File: src/core/spc_pkg.sv
package spc_pkg;

    // Serial frame geometry.
    localparam int unsigned ADDR_W      = 15;
    localparam int unsigned INSTR_W     = 16;
    localparam int unsigned BYTE_W      = 8;
    localparam logic [3:0]  INSTR_LAST  = 4'hf;
    localparam logic [3:0]  BYTE_LAST   = 4'h7;
    localparam int unsigned RW_POS      = 15;

    // Register offsets.
    localparam logic [ADDR_W-1:0] REG_PRIMARY   = 15'h0000;
    localparam logic [ADDR_W-1:0] REG_SECONDARY = 15'h0001;
    localparam logic [ADDR_W-1:0] ADDR_STEP     = 15'h0001;

    // Primary register field positions.
    localparam int unsigned PRI_SOFT_RESET = 0;
    localparam int unsigned PRI_BIT_ORDER  = 1;
    localparam int unsigned PRI_ADDR_DIR   = 2;
    localparam int unsigned PRI_FOUR_WIRE  = 3;
    localparam int unsigned PRI_LOW_W      = 4;

    // Secondary register field positions.
    localparam int unsigned SEC_RESERVED_0 = 0;
    localparam int unsigned SEC_RESET_A    = 1;
    localparam int unsigned SEC_RESET_B    = 2;
    localparam int unsigned SEC_HOLD       = 6;
    localparam int unsigned SEC_SINGLE     = 7;

    // Reset values and writable masks.
    localparam logic [3:0]  PRI_RESET     = 4'h0;
    localparam logic [7:0]  SEC_RESET     = 8'h00;
    localparam logic [7:0]  SEC_WR_MASK   = 8'hfe;
    localparam logic [7:0]  READ_UNMAPPED = 8'h00;

    // Soft reset pulse length.
    localparam int unsigned CLK_PERIOD_NS  = 5;
    localparam int unsigned PULSE_TIME_NS  = 20;
    localparam int unsigned PULSE_CYCLES   = (PULSE_TIME_NS + CLK_PERIOD_NS - 1) / CLK_PERIOD_NS;
    localparam int unsigned PULSE_W        = 4;
    localparam logic [PULSE_W-1:0] PULSE_LOAD = PULSE_W'(PULSE_CYCLES);
    localparam logic [PULSE_W-1:0] PULSE_ONE  = 4'h1;
    localparam logic [PULSE_W-1:0] PULSE_ZERO = 4'h0;

    // Soft reset line indices.
    localparam int unsigned LINE_MAIN = 0;
    localparam int unsigned LINE_A    = 1;
    localparam int unsigned LINE_B    = 2;
    localparam int unsigned LINES     = 3;

    typedef struct packed {
        logic cs_n;
        logic sclk;
        logic sdio_in;
    } spc_pins_in_t;

    typedef struct packed {
        logic sdio_out;
        logic sdio_oe;
        logic sdo_out;
        logic sdo_oe;
    } spc_pins_out_t;

    typedef struct packed {
        logic soft_reset_main;
        logic soft_reset_line_a;
        logic soft_reset_line_b;
    } spc_resets_t;

    typedef struct packed {
        logic four_wire_select;
        logic bit_order_select;
        logic address_direction;
        logic single_transfer_select;
        logic select_line_hold;
    } spc_cfg_t;

    typedef enum logic [3:0] {
        ST_IDLE  = 4'b0001,
        ST_INSTR = 4'b0010,
        ST_DATA  = 4'b0100,
        ST_DONE  = 4'b1000
    } spc_state_t;

endpackage

File: src/core/spc_serial_port.sv
`timescale 1ns/100ps
module spc_serial_port
    import spc_pkg::*;
(
    input  wire logic               clk,      // System clock, 200 MHz.
    input  wire logic               srst,     // Synchronous reset, active high.
    input  wire spc_pkg::spc_pins_in_t  pins_in,  // Chip select, serial clock, data in.
    output spc_pkg::spc_pins_out_t      pins_out, // Data out pins and their enables.
    output spc_pkg::spc_resets_t        resets,   // Soft reset pulses to the device.
    output spc_pkg::spc_cfg_t           cfg       // Live configuration bits.
);
    import spc_pkg::*;

    // Input synchronisers; the first stage feeds only the second.
    spc_pins_in_t sync1;
    spc_pins_in_t sync2;
    logic         sclk_d;

    always_ff @(posedge clk) begin
        if (srst) begin
            sync1  <= '{cs_n: 1'b1, sclk: 1'b0, sdio_in: 1'b0};
            sync2  <= '{cs_n: 1'b1, sclk: 1'b0, sdio_in: 1'b0};
            sclk_d <= 1'b0;
        end else begin
            sync1  <= pins_in;
            sync2  <= sync1;
            sclk_d <= sync2.sclk;
        end
    end

    // Serial clock edges are found in the cycle the second synchroniser stage changes, against its delayed copy.
    // That costs about three system cycles, well inside either half of the link period.
    logic sclk_rise;
    logic sclk_fall;
    logic data_bit;
    logic cs_active;

    assign sclk_rise = sync2.sclk & ~sclk_d;
    assign sclk_fall = ~sync2.sclk & sclk_d;
    assign data_bit  = sync2.sdio_in;
    assign cs_active = ~sync2.cs_n;

    // Register storage.
    // Only the four writable bits of the primary register are stored.
    logic [PRI_LOW_W-1:0] pri;
    logic [7:0]           sec;
    logic [PULSE_W-1:0]   pulse_cnt [LINES];
    logic [LINES-1:0]     pulse;

    // Read data for one address; unmapped addresses return a fixed value.
    // The primary upper nibble is built from the lower bits in reverse order.
    function automatic logic [7:0] read_byte(input logic [ADDR_W-1:0] a,
                                             input logic [PRI_LOW_W-1:0] p,
                                             input logic [7:0] s);
        logic [7:0] r;
        r = READ_UNMAPPED;
        if (a == REG_PRIMARY) begin
            r = {p[PRI_SOFT_RESET],
                 p[PRI_BIT_ORDER],
                 p[PRI_ADDR_DIR],
                 p[PRI_FOUR_WIRE],
                 p};
        end else if (a == REG_SECONDARY) begin
            r = s & SEC_WR_MASK;
        end
        return r;
    endfunction

    // Transaction state.
    spc_state_t          state;
    spc_state_t          next_state;
    logic [3:0]          cnt;
    logic [3:0]          next_cnt;
    logic [INSTR_W-1:0]  instr_sr;
    logic [INSTR_W-1:0]  next_instr_sr;
    logic [ADDR_W-1:0]   addr;
    logic [ADDR_W-1:0]   next_addr;
    logic                is_read;
    logic                next_is_read;
    logic [7:0]          in_sr;
    logic [7:0]          next_in_sr;
    logic [7:0]          out_sr;
    logic [7:0]          next_out_sr;
    logic                dout;
    logic                next_dout;
    logic                drive;
    logic                next_drive;
    spc_cfg_t            act;
    spc_cfg_t            next_act;
    logic                wr_en;
    logic [ADDR_W-1:0]   wr_addr;
    logic [7:0]          wr_data;

    // Frame machine: chip select low opens an instruction, then data bytes follow.
    // The configuration is copied into act when a frame opens, so a write lands on the next frame.
    always_comb begin
        logic [INSTR_W-1:0] word;
        logic [7:0]         byte_in;
        logic [ADDR_W-1:0]  stepped;
        word          = '0;
        byte_in       = '0;
        stepped       = '0;
        next_state    = state;
        next_cnt      = cnt;
        next_instr_sr = instr_sr;
        next_addr     = addr;
        next_is_read  = is_read;
        next_in_sr    = in_sr;
        next_out_sr   = out_sr;
        next_dout     = dout;
        next_drive    = drive;
        next_act      = act;
        wr_en         = 1'b0;
        wr_addr       = addr;
        wr_data       = '0;
        if (!cs_active) begin
            // A partial byte at the end of a frame is dropped and the data line released.
            next_state = ST_IDLE;
            next_drive = 1'b0;
            next_cnt   = '0;
        end else begin
            unique case (state)
                ST_IDLE: begin
                    // Latch the configuration for the whole frame.
                    next_act   = cfg;
                    next_state = ST_INSTR;
                    next_cnt   = '0;
                end
                ST_INSTR: begin
                    if (sclk_rise) begin
                        word = act.bit_order_select ? {data_bit, instr_sr[INSTR_W-1:1]}
                                                    : {instr_sr[INSTR_W-2:0], data_bit};
                        next_instr_sr = word;
                        next_cnt      = cnt + 4'h1;
                        // The sixteenth bit completes the instruction; the first read byte is fetched at once.
                        if (cnt == INSTR_LAST) begin
                            next_is_read = word[RW_POS];
                            next_addr    = word[ADDR_W-1:0];
                            next_out_sr  = read_byte(word[ADDR_W-1:0], pri, sec);
                            next_state   = ST_DATA;
                            next_cnt     = '0;
                        end
                    end
                end
                ST_DATA: begin
                    if (sclk_rise) begin
                        byte_in = act.bit_order_select ? {data_bit, in_sr[7:1]}
                                                       : {in_sr[6:0], data_bit};
                        next_in_sr = byte_in;
                        next_cnt   = cnt + 4'h1;
                        if (cnt == BYTE_LAST) begin
                            next_cnt = '0;
                            wr_en    = ~is_read;
                            wr_data  = byte_in;
                            stepped  = act.address_direction ? addr + ADDR_STEP : addr - ADDR_STEP;
                            next_addr   = stepped;
                            next_out_sr = read_byte(stepped, pri, sec);
                            if (act.single_transfer_select) begin
                                next_state = ST_DONE;
                            end
                        end
                    end else if (sclk_fall && is_read) begin
                        // Data moves on the falling edge so it is settled when the host samples.
                        next_dout  = act.bit_order_select ? out_sr[0] : out_sr[7];
                        next_out_sr = act.bit_order_select ? {1'b0, out_sr[7:1]} : {out_sr[6:0], 1'b0};
                        next_drive = 1'b1;
                    end
                end
                // Single-transfer mode: later bytes of the frame are neither written nor driven.
                ST_DONE: begin
                    if (sclk_fall) begin
                        next_drive = 1'b0;
                    end
                end
            endcase
        end
    end

    always_ff @(posedge clk) begin
        if (srst) begin
            state    <= ST_IDLE;
            cnt      <= '0;
            instr_sr <= '0;
            addr     <= '0;
            is_read  <= 1'b0;
            in_sr    <= '0;
            out_sr   <= '0;
            dout     <= 1'b0;
            drive    <= 1'b0;
            act      <= '0;
        end else begin
            state    <= next_state;
            cnt      <= next_cnt;
            instr_sr <= next_instr_sr;
            addr     <= next_addr;
            is_read  <= next_is_read;
            in_sr    <= next_in_sr;
            out_sr   <= next_out_sr;
            dout     <= next_dout;
            drive    <= next_drive;
            act      <= next_act;
        end
    end

    // Register group; a host write in the same cycle as a self-clear wins.
    // Write data arrives from the frame machine in the same cycle the eighth rising edge is detected.
    // Each soft reset line has a down counter and stays high while it is non-zero.
    // The main line clears both registers as its pulse ends, which drops its own request bit.
    logic [PRI_LOW_W-1:0] next_pri;
    logic [7:0]           next_sec;
    logic [PULSE_W-1:0]   next_pulse_cnt [LINES];
    logic [LINES-1:0]     next_pulse;
    logic [LINES-1:0]     start;

    always_comb begin
        next_pri = pri;
        next_sec = sec;
        start    = '0;
        for (int i = 0; i < LINES; i++) begin
            next_pulse_cnt[i] = pulse_cnt[i];
            if (pulse_cnt[i] != PULSE_ZERO) begin
                next_pulse_cnt[i] = pulse_cnt[i] - PULSE_ONE;
            end
        end
        if (pulse_cnt[LINE_MAIN] == PULSE_ONE) begin
            next_pri = PRI_RESET;
            next_sec = SEC_RESET;
        end
        if (pulse_cnt[LINE_A] == PULSE_ONE) begin
            next_sec[SEC_RESET_A] = 1'b0;
        end
        if (pulse_cnt[LINE_B] == PULSE_ONE) begin
            next_sec[SEC_RESET_B] = 1'b0;
        end
        if (wr_en && wr_addr == REG_PRIMARY) begin
            next_pri = wr_data[PRI_LOW_W-1:0];
            start[LINE_MAIN] = wr_data[PRI_SOFT_RESET];
        end
        if (wr_en && wr_addr == REG_SECONDARY) begin
            next_sec = wr_data & SEC_WR_MASK;
            start[LINE_A] = wr_data[SEC_RESET_A];
            start[LINE_B] = wr_data[SEC_RESET_B];
        end
        for (int i = 0; i < LINES; i++) begin
            if (start[i]) begin
                next_pulse_cnt[i] = PULSE_LOAD;
            end
            next_pulse[i] = (next_pulse_cnt[i] != PULSE_ZERO);
        end
    end

    always_ff @(posedge clk) begin
        if (srst) begin
            pri   <= PRI_RESET;
            sec   <= SEC_RESET;
            pulse <= '0;
            for (int i = 0; i < LINES; i++) begin
                pulse_cnt[i] <= PULSE_ZERO;
            end
        end else begin
            pri   <= next_pri;
            sec   <= next_sec;
            pulse <= next_pulse;
            for (int i = 0; i < LINES; i++) begin
                pulse_cnt[i] <= next_pulse_cnt[i];
            end
        end
    end

    // Soft reset pulses come from flops, so they carry no glitches.
    assign resets.soft_reset_main   = pulse[LINE_MAIN];
    assign resets.soft_reset_line_a = pulse[LINE_A];
    assign resets.soft_reset_line_b = pulse[LINE_B];

    // Live configuration levels, straight from the register flops.
    assign cfg.four_wire_select       = pri[PRI_FOUR_WIRE];
    assign cfg.bit_order_select       = pri[PRI_BIT_ORDER];
    assign cfg.address_direction      = pri[PRI_ADDR_DIR];
    assign cfg.single_transfer_select = sec[SEC_SINGLE];
    assign cfg.select_line_hold       = sec[SEC_HOLD];

    // Read data leaves on sdo in four-wire mode, otherwise on the shared sdio line.
    assign pins_out.sdo_out  = dout;
    assign pins_out.sdo_oe   = drive & act.four_wire_select;
    assign pins_out.sdio_out = dout;
    assign pins_out.sdio_oe  = drive & ~act.four_wire_select;

endmodule

File: config.mk
export PLATFORM = sky130hd
export DESIGN_NAME = spc_serial_port
export DESIGN_NICKNAME = d
export VERILOG_FILES = /design/src/core/spc_pkg.sv /design/src/core/spc_serial_port.sv
export SDC_FILE = /design/constraint.sdc
export NUM_CORES = 1
export LEC_CHECK = 0
export CORE_MARGIN = 2
export CORE_UTILIZATION = 60
export CTS_BUF_LIST = sky130_fd_sc_hd__clkbuf_16
export DETAILED_ROUTE_END_ITERATION = 7
export DONT_BUFFER_PORTS = 1
export PLACE_DENSITY = 0.76
export SETUP_SLACK_MARGIN = 0.4
export SYNTH_ARGS = -nofsm -noshare
export SYNTH_HDL_FRONTEND = slang
export SYNTH_SLANG_ARGS = --single-unit
File: constraint.sdc
create_clock -name clk -period 3.2 [get_ports clk]
set_clock_uncertainty 0.1 [all_clocks]
set_input_delay 0 -clock clk [delete_from_list [all_inputs] [get_ports clk]]
set_output_delay 0 -clock clk [all_outputs]
set_load 0.05 [all_outputs]
=== Word level (Yosys, flattened, before mapping) ===
Memories as Yosys holds them, arrays and structs flattened.
Cells that the tools add are included.

* Memories kept: 1
* Memory bits (read-only): 0
* Logic and storage cells: 160
* Bits of input ports: 5
* Output and inout bits: 12
* Flip-flop bits (word level): 83
* RAM bits: 12
* Bits in latches: 0

{| class="wikitable"
|+ Memory list
! memory !! depth !! bits a word !! rd ports !! clocked after memory_dff !! wr ports !! line !! text
|-
| pulse_cnt || 3 || 4 || 3 || 0 || 3 || spc_serial_port.sv:47 || <nowiki>logic [PULSE_W-1:0] pulse_cnt [LINES];</nowiki>
|}

* Reduce and logical (&&, ||, !) cells: 30
* Add/subtract/negate cells: 6
* Div/mod/pow operators: 0
* Muxes and demuxes: 63
* Bitwise operators: 13
* Shifts and indexed selects: 0
* Multiply operators: 0
* $lt $le $gt $ge: 0
* Equality and inequality tests: 22

{| class="wikitable"
|+ Operator list
! cell !! number
|-
| two-way mux 8 bit || 17
|-
| two-way mux 4 bit || 20
|-
| two-way mux 15 bit || 5
|-
| equality test 15 x 1 -> 1 bit (second input constant) || 3
|-
| zero test 15 bit || 3
|-
| one-hot mux 15 bit (2 select lines) || 1
|-
| one-hot mux 4 bit (3 select lines) || 2
|-
| nonzero test 4 bit || 6
|-
| AND reduction 6 bit || 3
|-
| equality test 4 x 1 -> 1 bit (second input constant) || 4
|-
| two-way mux 16 bit || 1
|-
| != test 2 bit (second input constant) || 8
|-
| one-hot mux 8 bit (2 select lines) || 1
|-
| adder 15 x 1 -> 15 bit (second input constant) || 1
|-
| subtractor 15 x 1 -> 15 bit (second input constant) || 1
|-
| two-way mux 1 bit || 14
|-
| AND reduction 4 bit || 3
|-
| subtractor 4 x 1 -> 4 bit (second input constant) || 3
|-
| AND reduction 3 bit || 3
|-
| nonzero test 3 bit || 3
|-
| equality test 4 x 3 -> 1 bit (second input constant) || 2
|-
| equality test 4 bit (second input constant) || 2
|-
| nonzero test 2 bit || 4
|-
| != test 3 bit (second input constant) || 2
|-
| other kinds (10) || 22
|}

=== Longest topological paths before layout ===
Gate-level depths: netlist of the first run.

* Depth in word-level cells: 9
* Mapped depth: 11
* Depth with buffers taken out: 10

=== Worst setup path after synthesis of the first run ===
Ideal clock, no wire load.

* Path type: reg2reg
* From: register state[3]
* To: register sec[4]
* Data required time: 3.035 ns
* Setup time: 0.065 ns
* Data arrival time: 2.394 ns
* Stages on the path, launching flop included: 11
* Slack: 0.641 ns
* Path buffers: 3
* Period minus slack after synthesis: 2.559 ns
* Path through: dfxtp_1 clkbuf_1 or4b_1 clkbuf_1 nor3_2 nand3b_1 nor2_1 and2_1 buf_2 mux2_1 nor2_1

* Word-level cells in the longest chain between the ends: 5
* Elaborated cells on any way between the ends: 8
* Classes of those cells: eq/ne: 1; mux: 5; reduce/logical: 2

{| class="wikitable"
|+ Ends and longest elaborated chain
! what !! line !! text
|-
| start, declared || spc_serial_port.sv:70 || <nowiki>spc_state_t state;</nowiki>
|-
| start signal, assigned || spc_serial_port.sv:192 || <nowiki>state <= next_state;</nowiki>
|-
| equality test 4 x 3 -> 1 bit * || spc_serial_port.sv:122 || <nowiki>unique case (state)</nowiki>
|-
| two-way mux 1 bit || spc_serial_port.sv:122 ||
|-
| two-way mux 1 bit || spc_serial_port.sv:116 || <nowiki>if (!cs_active) begin</nowiki>
|-
| logical AND 1 bit || spc_serial_port.sv:239 || <nowiki>if (wr_en && wr_addr == REG_SECONDARY) begin</nowiki>
|-
| two-way mux 8 bit or nonzero test 2 bit (tied branches) || - ||
|-
| end signal, assigned || spc_serial_port.sv:262 || <nowiki>sec <= next_sec;</nowiki>
|-
| end, declared || spc_serial_port.sv:46 || <nowiki>logic [7:0] sec;</nowiki>
|}

Every way passes the cells marked *; elsewhere a longest branch is shown, timed or not.
A chain may end at the register's enable or synchronous reset.

=== Worst setup path after layout of the first run ===
* From: register act[2] (netlist name)
* To: register out_sr[3]

* Word-level cells in the longest chain between the ends: 7
* Elaborated cells on any way between the ends: 8
* Classes of those cells: eq/ne: 1; mux: 6; reduce/logical: 1

{| class="wikitable"
|+ Ends and longest elaborated chain
! what !! line !! text
|-
| start, declared || spc_serial_port.sv:88 || <nowiki>spc_cfg_t act;</nowiki>
|-
| start signal, assigned || spc_serial_port.sv:201 || <nowiki>act <= next_act;</nowiki>
|-
| two-way mux 15 bit * || spc_serial_port.sv:155 || <nowiki>stepped = act.address_direction ? addr + ADDR_STEP : addr - ADDR_STEP;</nowiki>
|-
| equality test 15 x 1 -> 1 bit || spc_serial_port.sv:63 || <nowiki>end else if (a == REG_SECONDARY) begin</nowiki>
|-
| two-way mux 8 bit || spc_serial_port.sv:63 ||
|-
| two-way mux 8 bit * || spc_serial_port.sv:57 || <nowiki>if (a == REG_PRIMARY) begin</nowiki>
|-
| two-way mux 8 bit * || spc_serial_port.sv:151 || <nowiki>if (cnt == BYTE_LAST) begin</nowiki>
|-
| two-way mux 8 bit * || spc_serial_port.sv:146 || <nowiki>if (sclk_rise) begin</nowiki>
|-
| one-hot mux 8 bit (2 select lines) * || spc_serial_port.sv:122 ||
|-
| end signal, assigned || spc_serial_port.sv:198 || <nowiki>out_sr <= next_out_sr;</nowiki>
|-
| end, declared || spc_serial_port.sv:82 || <nowiki>logic [7:0] out_sr;</nowiki>
|}

Every way passes the cells marked *; elsewhere a longest branch is shown, timed or not. The select of a mux whose other input is x is not followed.

==> run summary, run 1 <==
Timing
* **Least-Margin Pin Slew** 0.941 ns
* **setup repair after global routing missed its margin** no
* **Final Max Slew Viols** 0
* **Max Fclk** 372 MHz
* **min cycle time layout** 2.69 ns
* **worst rel slew slack** 37.1%
* **share of the clock period used by the worst path** 84.0%
* **Total Negative Setup Slacks** 0 ns
* **count of final hold-check violations** 0
* **setup violators final** 0

Clocking
* **clock transition at the register clock pins on the worst setup and hold paths after CTS** 0.06 ns
* **H-tree Lvls** 3
* **clock buffer count from CTS** 9
* **source-to-sink clock delay at the later pin of the worst-skew pair** 0.35 ns
* **cell chosen for the clock root** sky130_fd_sc_hd__clkbuf_16
* **maximum clock insertion buffer count** 2
* **CTS tree** done
* **number of clock sinks seen by CTS** 95

Yosys
* **compound-cell area share of the yosys netlist** 17.2%
* **share of synthesized area spent on multiplexers** 9.63%
* **post-synthesis net count** 664
* **Cells after Synth** 646
* **part of the Yosys area used for sequential elements** 36.7%
* **number of synthesized register bits** 95
* **largest family of logic cells by synthesized area** simple AND/OR/NAND/NOR gates
* **commonest register cell after synthesis** sky130_fd_sc_hd__dfxtp_1
* **EDFF count, synth** 0
* **fraction of registers with async set or reset after synthesis** 0%
* **synthesized area per cell** 8.03 sq um
* **Synth warnings** 0
* **Synth Cell Area** 5190 sq um
* **arithmetic-cell share of the synthesized area counting full adders, half adders and majority gates** 3.14%
* **Simple-Gate Fraction of Synth Area** 25.7%
* **xor/xnor share of the synthesized area** 2.53%
* **post-synthesis cell type count** 61

Layout
* **most common library cell in the layout ignoring fill and taps** sky130_fd_sc_hd__nor2_1
* **net count of the finished layout** 647
* **share of final-layout standard cells stronger than drive strength 1** 12.2%
* **Layout Area Growth over Synthesis** 10.3%
* **commonest cells after routing, fill and taps aside** sky130_fd_sc_hd__nor2_1 (122), sky130_fd_sc_hd__dfxtp_1 (87), sky130_fd_sc_hd__a21oi_1 (48), sky130_fd_sc_hd__nand2_1 (47), sky130_fd_sc_hd__mux2i_1 (42)
* **ANT cells** 0
* **count of non-filler cells in the finished layout** 738

Placed design
* **dpl cells** 712
* **Routability Congestion** 0.942
* **hpwl dp** 8.41 mm
* **buffers added on ports** 0

Routing
* **Post-DRT Antenna Nets** 0
* **via-per-instance ratio** 6.11
* **number of vias in the routed layout** 4509
* **Final Routed Wirelength** 12.4 mm
* **mean routed wirelength per cell** 16.7 um
* **starting DRC count in detailed routing** 200
* **router iterations before antenna repair** 5
* **count of unresolved DRC violations after routing** 0

Global routing
* **final global-route overflow total** 0
* **vias in the first global route** 4248
* **pin count of the biggest net entering global routing** 82
* **total track usage** 26.1%
* **first-pass GRT wire length** 20.3 mm
* **antenna violations before repair** 0

Power
* **ratio of total power to cell area** 542 nW/um^2
* **relative contribution of combinational cells to total power** 19.1%
* **Internal Dissipation** 2130 uW
* **sequential group share of total power** 46.1%
* **Worst VDD drop** 0.431 mV
* **switch share** 31.1%
* **portion of total power attributed to the clock network** 34.8%
* **sw power** 964 uW
* **static power due to leakage** 0.00199 uW

Setup path
* **kind of capture point of the worst setup path** flop
* **Critical Path Start Type** flop
* **arrival time reported for the critical path endpoint** 2.85 ns
* **type of the worst setup path** flop to flop
* **Required @ worst endpoint** 3.37 ns
* **largest fanout on the critical path** 8

Floorplan
* **# IOs** 17
* **FP Rows** 33
* **die area** 9400 sq um
* **vertical extent of the die** 97.0 um
* **die span in x** 97.0 um
* **effective utilization at floorplan** 62.5%
* **placeable core region** 8300 sq um

Run
* **max capacitance violation total** 0

Run status
* **run status** finished clean

Worst hold path
* **type of the tightest min-delay check** input pin to flop

metal layers:
| metal | vias up | GRT usage, % | share of wire [%] |
|---|---|---|---|
| met3 | 25 | 4.91 | 2.7 |
| met2 | 77 | 44.5 | 50 |
| met4 | 0 | 10.4 | 2.7 |
| met1 | 2179 | 32.6 | 44 |
| li1 | 2228 | - | - |
| met5 | - | 0 | 0 |
cells in the mapped netlist, types with 6 or more instances:
cell type,n,area share [%]
sky130_fd_sc_hd__nor2_1,122,8.8
sky130_fd_sc_hd__dfxtp_1,95,37
sky130_fd_sc_hd__a21oi_1,53,5.1
sky130_fd_sc_hd__nand2_1,47,3.4
sky130_fd_sc_hd__mux2i_1,42,8.1
sky130_fd_sc_hd__a211oi_1,34,4.9
sky130_fd_sc_hd__clkbuf_1,32,2.3
sky130_fd_sc_hd__nor3_1,23,2.2
sky130_fd_sc_hd__o21ai_0,15,1.4
sky130_fd_sc_hd__inv_1,14,1.0
sky130_fd_sc_hd__ha_1,13,3.1
sky130_fd_sc_hd__nor2b_1,10,1.2
sky130_fd_sc_hd__xnor2_1,10,1.7
sky130_fd_sc_hd__nand3_1,9,0.87
sky130_fd_sc_hd__nand2b_1,8,0.97
sky130_fd_sc_hd__and2_1,7,0.84
sky130_fd_sc_hd__buf_2,7,0.68
sky130_fd_sc_hd__buf_4,7,1.0
sky130_fd_sc_hd__o21ai_1,7,0.68
sky130_fd_sc_hd__nand4_1,6,0.72
sky130_fd_sc_hd__nor4_1,6,0.72
sky130_fd_sc_hd__or3_1,6,0.72
worst max-delay path, stage by stage (launching register included):
cell and delay (ns):
sky130_fd_sc_hd__dfxtp_4 0.38, sky130_fd_sc_hd__buf_4 0.15, sky130_fd_sc_hd__nor4b_4 0.36, sky130_fd_sc_hd__nand4b_1 0.15, sky130_fd_sc_hd__a21oi_2 0.23, sky130_fd_sc_hd__o2111ai_2 0.17, sky130_fd_sc_hd__a2111oi_4 0.38, sky130_fd_sc_hd__a32o_2 0.36
sky130_fd_sc_hd__a21oi_1 0.11, sky130_fd_sc_hd__a211oi_1 0.22
final cells by class:
class / count / area [sq um]
Timing Repair Buffer: 20 / 183
Tap cell: 105 / 131
Fill cell: 655 / 2580
Clock buffer: 9 / 225
Sequential cell: 95 / 1920
Multi-Input combinational cell: 489 / 3130
Inverter: 14 / 55.1
Clock inverter: 6 / 70.1
logic make-up (layout without fill, tap and decap cells):
group / after synthesis / in the layout
fa+ha+maj: 13 / 13
xor+xnor: 15 / 15
mux: 49 / 49
flops: 95 / 95
simple gates: 275 / 275
compound gates: 137 / 137
buf+inv: 62 / 49
stage by stage:
step	util, %	cell area [sq um]	setup slack [ns]	total power (uW)	hold WS, ns
after floorplan	-	5190	0.641	1920	0.00381
after global placement	62.4	5180	0.318	1990	-0.0234
after detailed placement	62.4	5180	0.169	2020	-0.0225
after CTS	67.4	5600	0.404	3120	0.180
after global routing	68.9	5720	0.395	3270	0.232
final	68.9	5720	0.513	3100	0.209
flip-flops by register name (all words and copies together), names as in the netlist, 2 cells and up:
signal	flops
addr	15
sync1	3
sec	7
in_sr	8
pulse	3
pri	4
pulse_cnt	12
act	4
cnt	4
out_sr	8
state	4
instr_sr	16
sync2	2
power by group through the flow:
stage          sequential [uW]  combinational [uW]  clock (uW)
2_1_floorplan             1430                 490           0
3_3_place_gp              1450                 532           0
3_5_place_dp              1460                 566           0
4_1_cts                   1430                 591        1090
5_1_grt                   1440                 683        1150
6_report                  1430                 592        1080
what timing repair did:
item | CTS | global route
pin swaps | 4 | 12
hold buffers | 6 | 0
endpoints found under the hold margin | 95 | 0
resized for setup | 9 | 28
endpoints found under the setup margin | 8 | 11
buffers inserted | 1 | 4
path summary, 6_finish.rpt:
check,from,to,slack [ns],cells past startpoint
min reg2reg,sync1[2]$_SDFF_PP1_,sync2[2]$_SDFF_PP1_,0.31,1
max,act[2]$_SDFFE_PP0P_,out_sr[3]$_SDFFE_PP0P_,0.51,9
max reg2reg,act[2]$_SDFFE_PP0P_,out_sr[3]$_SDFFE_PP0P_,0.51,9
min,pins_in[1],sync1[1]$_SDFF_PP0_,0.21,2
No activity file was read; power rests on OpenSTA's default activity.
==> run 2: changes to the inputs <==
--- a/config.mk
+++ b/config.mk
@@ -5,6 +5,7 @@
 export SDC_FILE = /design/constraint.sdc
 export NUM_CORES = 1
 export LEC_CHECK = 0
+export ABC_AREA = 1
 export CORE_MARGIN = 2
 export CORE_UTILIZATION = 60
 export CTS_BUF_LIST = sky130_fd_sc_hd__clkbuf_16
==> constraint.sdc (replaced) <==
create_clock -name clk -period 2.6 [get_ports clk]
set_clock_uncertainty 0.1 [all_clocks]
set_input_delay 0 -clock clk [delete_from_list [all_inputs] [get_ports clk]]
set_output_delay 0 -clock clk [all_outputs]
set_load 0.05 [all_outputs]
==> run summary, run 2 <==
Placed design
* **buffers added on ports** 0
* **dpl cells** 954
* **Cell Area, Placed** 5800 sq um
* **Routability Congestion** 0.941
* **hpwl dp** 10.4 mm

Yosys
* **post-synthesis net count** 869
* **leading cell type by number of instances after synthesis** sky130_fd_sc_hd__nand2_1
* **EDFF count, synth** 0
* **post-synthesis cell type count** 46
* **leading post-synthesis cells by instance count** sky130_fd_sc_hd__nand2_1 (198), sky130_fd_sc_hd__nor2_1 (101), sky130_fd_sc_hd__dfxtp_1 (95), sky130_fd_sc_hd__inv_1 (84), sky130_fd_sc_hd__o21ai_0 (72)
* **number of synthesized register bits** 95
* **library cell occupying the most area in the post-synthesis netlist** sky130_fd_sc_hd__dfxtp_1
* **part of the Yosys area used for sequential elements** 33.1%
* **Cells after Synth** 851
* **synthesized area per cell** 6.76 sq um
* **fraction of registers with async set or reset after synthesis** 0%
* **fraction of post-synthesis cell area in the top cell type by area** 33.1%
* **main area contributors after synthesis** sky130_fd_sc_hd__dfxtp_1 (33%), sky130_fd_sc_hd__nand2_1 (13%), sky130_fd_sc_hd__nor2_1 (6.6%)
* **Synth Cell Area** 5750 sq um
* **Synth warnings** 0
* **commonest register cell after synthesis** sky130_fd_sc_hd__dfxtp_1

Worst hold path
* **type of the tightest min-delay check** input pin to flop

Clocking
* **source-to-sink clock delay at the later pin of the worst-skew pair** 0.34 ns
* **maximum clock insertion buffer count** 2
* **number of clock sinks seen by CTS** 95
* **H-tree Lvls** 3
* **clock transition at the register clock pins on the worst setup and hold paths after CTS** 0.07 ns
* **CTS tree** done
* **cell chosen for the clock root** sky130_fd_sc_hd__clkbuf_16
* **clock buffer count from CTS** 9

Timing
* **worst rel slew slack** 41.4%
* **Total Negative Setup Slacks** 0 ns
* **Final Max Slew Viols** 0
* **Max Fclk** 454 MHz
* **Least-Margin Pin Slew** 0.876 ns
* **setup repair after global routing missed its margin** yes
* **count of final hold-check violations** 0
* **setup violators final** 0
* **share of the clock period used by the worst path** 84.7%
* **min cycle time layout** 2.20 ns

Layout
* **net count of the finished layout** 889
* **Seq. cell area** 1920 sq um
* **Layout Area Growth over Synthesis** 16.2%
* **Layout fillers** 767
* **most common library cell in the layout ignoring fill and taps** sky130_fd_sc_hd__nand2_1
* **Top reg by flops** instr_sr
* **commonest cells after routing, fill and taps aside** sky130_fd_sc_hd__nand2_1 (190), sky130_fd_sc_hd__nor2_1 (90), sky130_fd_sc_hd__dfxtp_1 (85), sky130_fd_sc_hd__inv_1 (80), sky130_fd_sc_hd__o21ai_0 (68)
* **share of final-layout standard cells stronger than drive strength 1** 20.3%
* **largest registers** instr_sr: 16 flops, addr: 15 flops, pulse_cnt: 12 flops
* **ANT cells** 0
* **count of non-filler cells in the finished layout** 1004
* **number of flip-flops under the largest register name** 16
* **cell area after layout** 6690 sq um
* **multi-input gate area in the final layout** 3450 sq um

Global routing
* **pin count of the biggest net entering global routing** 47
* **total track usage** 28.8%
* **antenna violations before repair** 0
* **final global-route overflow total** 0
* **vias in the first global route** 5027
* **first-pass GRT wire length** 23.9 mm

Routing
* **mean routed wirelength per cell** 15.5 um
* **via-per-instance ratio** 5.68
* **count of unresolved DRC violations after routing** 0
* **Post-DRT Antenna Nets** 0
* **router iterations before antenna repair** 6
* **number of vias in the routed layout** 5702
* **starting DRC count in detailed routing** 435
* **Final Routed Wirelength** 15.6 mm

Setup path
* **kind of capture point of the worst setup path** flop
* **delay-heaviest family, CP** simple AND/OR/NAND/NOR gates
* **cell type of the slowest stage on the worst timing path** sky130_fd_sc_hd__dfxtp_4
* **Critical Path, Cell by Cell** inv_4 > ha_4 > inv_2 > nor2_4 > nand3_2 > nand3_2 > nand2_2 > nor2_2 > nand2_2 > nor2_4 > buf_6 > nand3b_1 > nand2_1 > nor2_1 > nor2_1
* **crit path buf inv count** 3
* **largest fanout on the critical path** 5
* **Critical Path Start Type** flop
* **peak per-stage delay on the critical path** 0.38 ns
* **Required @ worst endpoint** 2.78 ns
* **arrival time reported for the critical path endpoint** 2.38 ns
* **type of the worst setup path** flop to flop

Floorplan
* **FP Rows** 35
* **vertical extent of the die** 102 um
* **# IOs** 17
* **die area** 10400 sq um
* **die span in x** 102 um
* **effective utilization at floorplan** 62.0%
* **placeable core region** 9280 sq um

Power
* **switch share** 32.8%
* **relative contribution of combinational cells to total power** 23.2%
* **PnR Total Power** 4100 uW
* **Internal Dissipation** 2750 uW
* **static power due to leakage** 0.00281 uW
* **ratio of total power to cell area** 613 nW/um^2
* **sw power** 1350 uW
* **sequential group share of total power** 42.7%
* **portion of total power attributed to the clock network** 34.1%
* **Worst VDD drop** 0.660 mV

Run
* **max capacitance violation total** 0

Run status
* **run status** finished clean

run 2: cell count changes after synthesis, sizes merged, moves of 15 or more:
cell    previous run  this run
nor3              24         9
nand2             47       209
nand3              9        53
mux2i             42         2
inv               14       103
o21ai             23        84
a211oi            35        10
run 2: cells by family after synthesis:
group	after synthesis	share of synthesized area (%)
adder cells (fa/ha/maj)	13	2.83
multiplexers	2	0.348
buffers and inverters	144	10.9
AO/OA/AOI/OAI	173	16.5
flip-flops	95	33.1
AND/OR/NAND/NOR	419	35.6
XOR/XNOR	5	0.761
run 2: cell type report:
type	instances	share of cell area (%)
Clock buffer	9	3.37
Clock inverter	6	1.31
Inverter	104	6.01
Multi-Input combinational cell	613	51.5
Sequential cell	95	28.7
Tap cell	129	2.41
Timing Repair Buffer	48	6.68
run 2: metal layers:
metal | global-route usage (%) | vias up | wire length (um)
li1 | - | 2806 | -
met1 | 38.8 | 2657 | 6750
met2 | 47.8 | 211 | 7490
met3 | 4.58 | 28 | 1050
met4 | 8.92 | 0 | 314
met5 | 0 | - | 0
run 2: stage by stage:
stage	utilization [%]	hold slack (ns)	setup WS, ns
after floorplan	-	0.00381	0.671
after global placement	62.4	-0.0226	0.276
after detailed placement	62.4	-0.0195	0.258
after CTS	66.9	0.196	0.367
after global routing	72.0	0.225	0.246
final	72.0	0.207	0.399
run 2: power by group through the flow:
stage / Combinational (uW) / Sequential, uW / Clock (uW)
finish: 950 / 1750 / 1400
global route: 1090 / 1770 / 1470
CTS: 907 / 1750 / 1410
detailed placement: 874 / 1780 / 0
global placement: 821 / 1780 / 0
floorplan: 721 / 1760 / 0
run 2: final timing paths:
path | startpoint | endpoint | slack, ns | cells past startpoint
max | addr[0]$_SDFFE_PP0P_ | out_sr[5]$_SDFFE_PP0P_ | 0.40 | 15
min | pins_in[2] | sync1[2]$_SDFF_PP1_ | 0.21 | 2
max reg2reg | addr[0]$_SDFFE_PP0P_ | out_sr[5]$_SDFFE_PP0P_ | 0.40 | 15
min reg2reg | sync1[2]$_SDFF_PP1_ | sync2[2]$_SDFF_PP1_ | 0.31 | 1
run 2: worst reg2reg max path, cell delays in order (launching register included):
cell	delay [ns]
sky130_fd_sc_hd__dfxtp_4	0.38
sky130_fd_sc_hd__inv_4	0.08
sky130_fd_sc_hd__ha_4	0.13
sky130_fd_sc_hd__inv_2	0.04
sky130_fd_sc_hd__nor2_4	0.20
sky130_fd_sc_hd__nand3_2	0.13
sky130_fd_sc_hd__nand3_2	0.10
sky130_fd_sc_hd__nand2_2	0.06
sky130_fd_sc_hd__nor2_2	0.10
sky130_fd_sc_hd__nand2_2	0.10
sky130_fd_sc_hd__nor2_4	0.24
sky130_fd_sc_hd__buf_6	0.15
sky130_fd_sc_hd__nand3b_1	0.12
sky130_fd_sc_hd__nand2_1	0.10
sky130_fd_sc_hd__nor2_1	0.04
sky130_fd_sc_hd__nor2_1	0.08
run 2: repair_timing:
| action | CTS | global route |
|---|---|---|
| endpoints found under the hold margin | 49 | 0 |
| pin swaps | 1 | 36 |
| setup buffers | 1 | 26 |
| hold buffers | 6 | 0 |
| cloned | 0 | 2 |
| endpoints found under the setup margin | 26 | 36 |
| gates resized for setup | 9 | 72 |
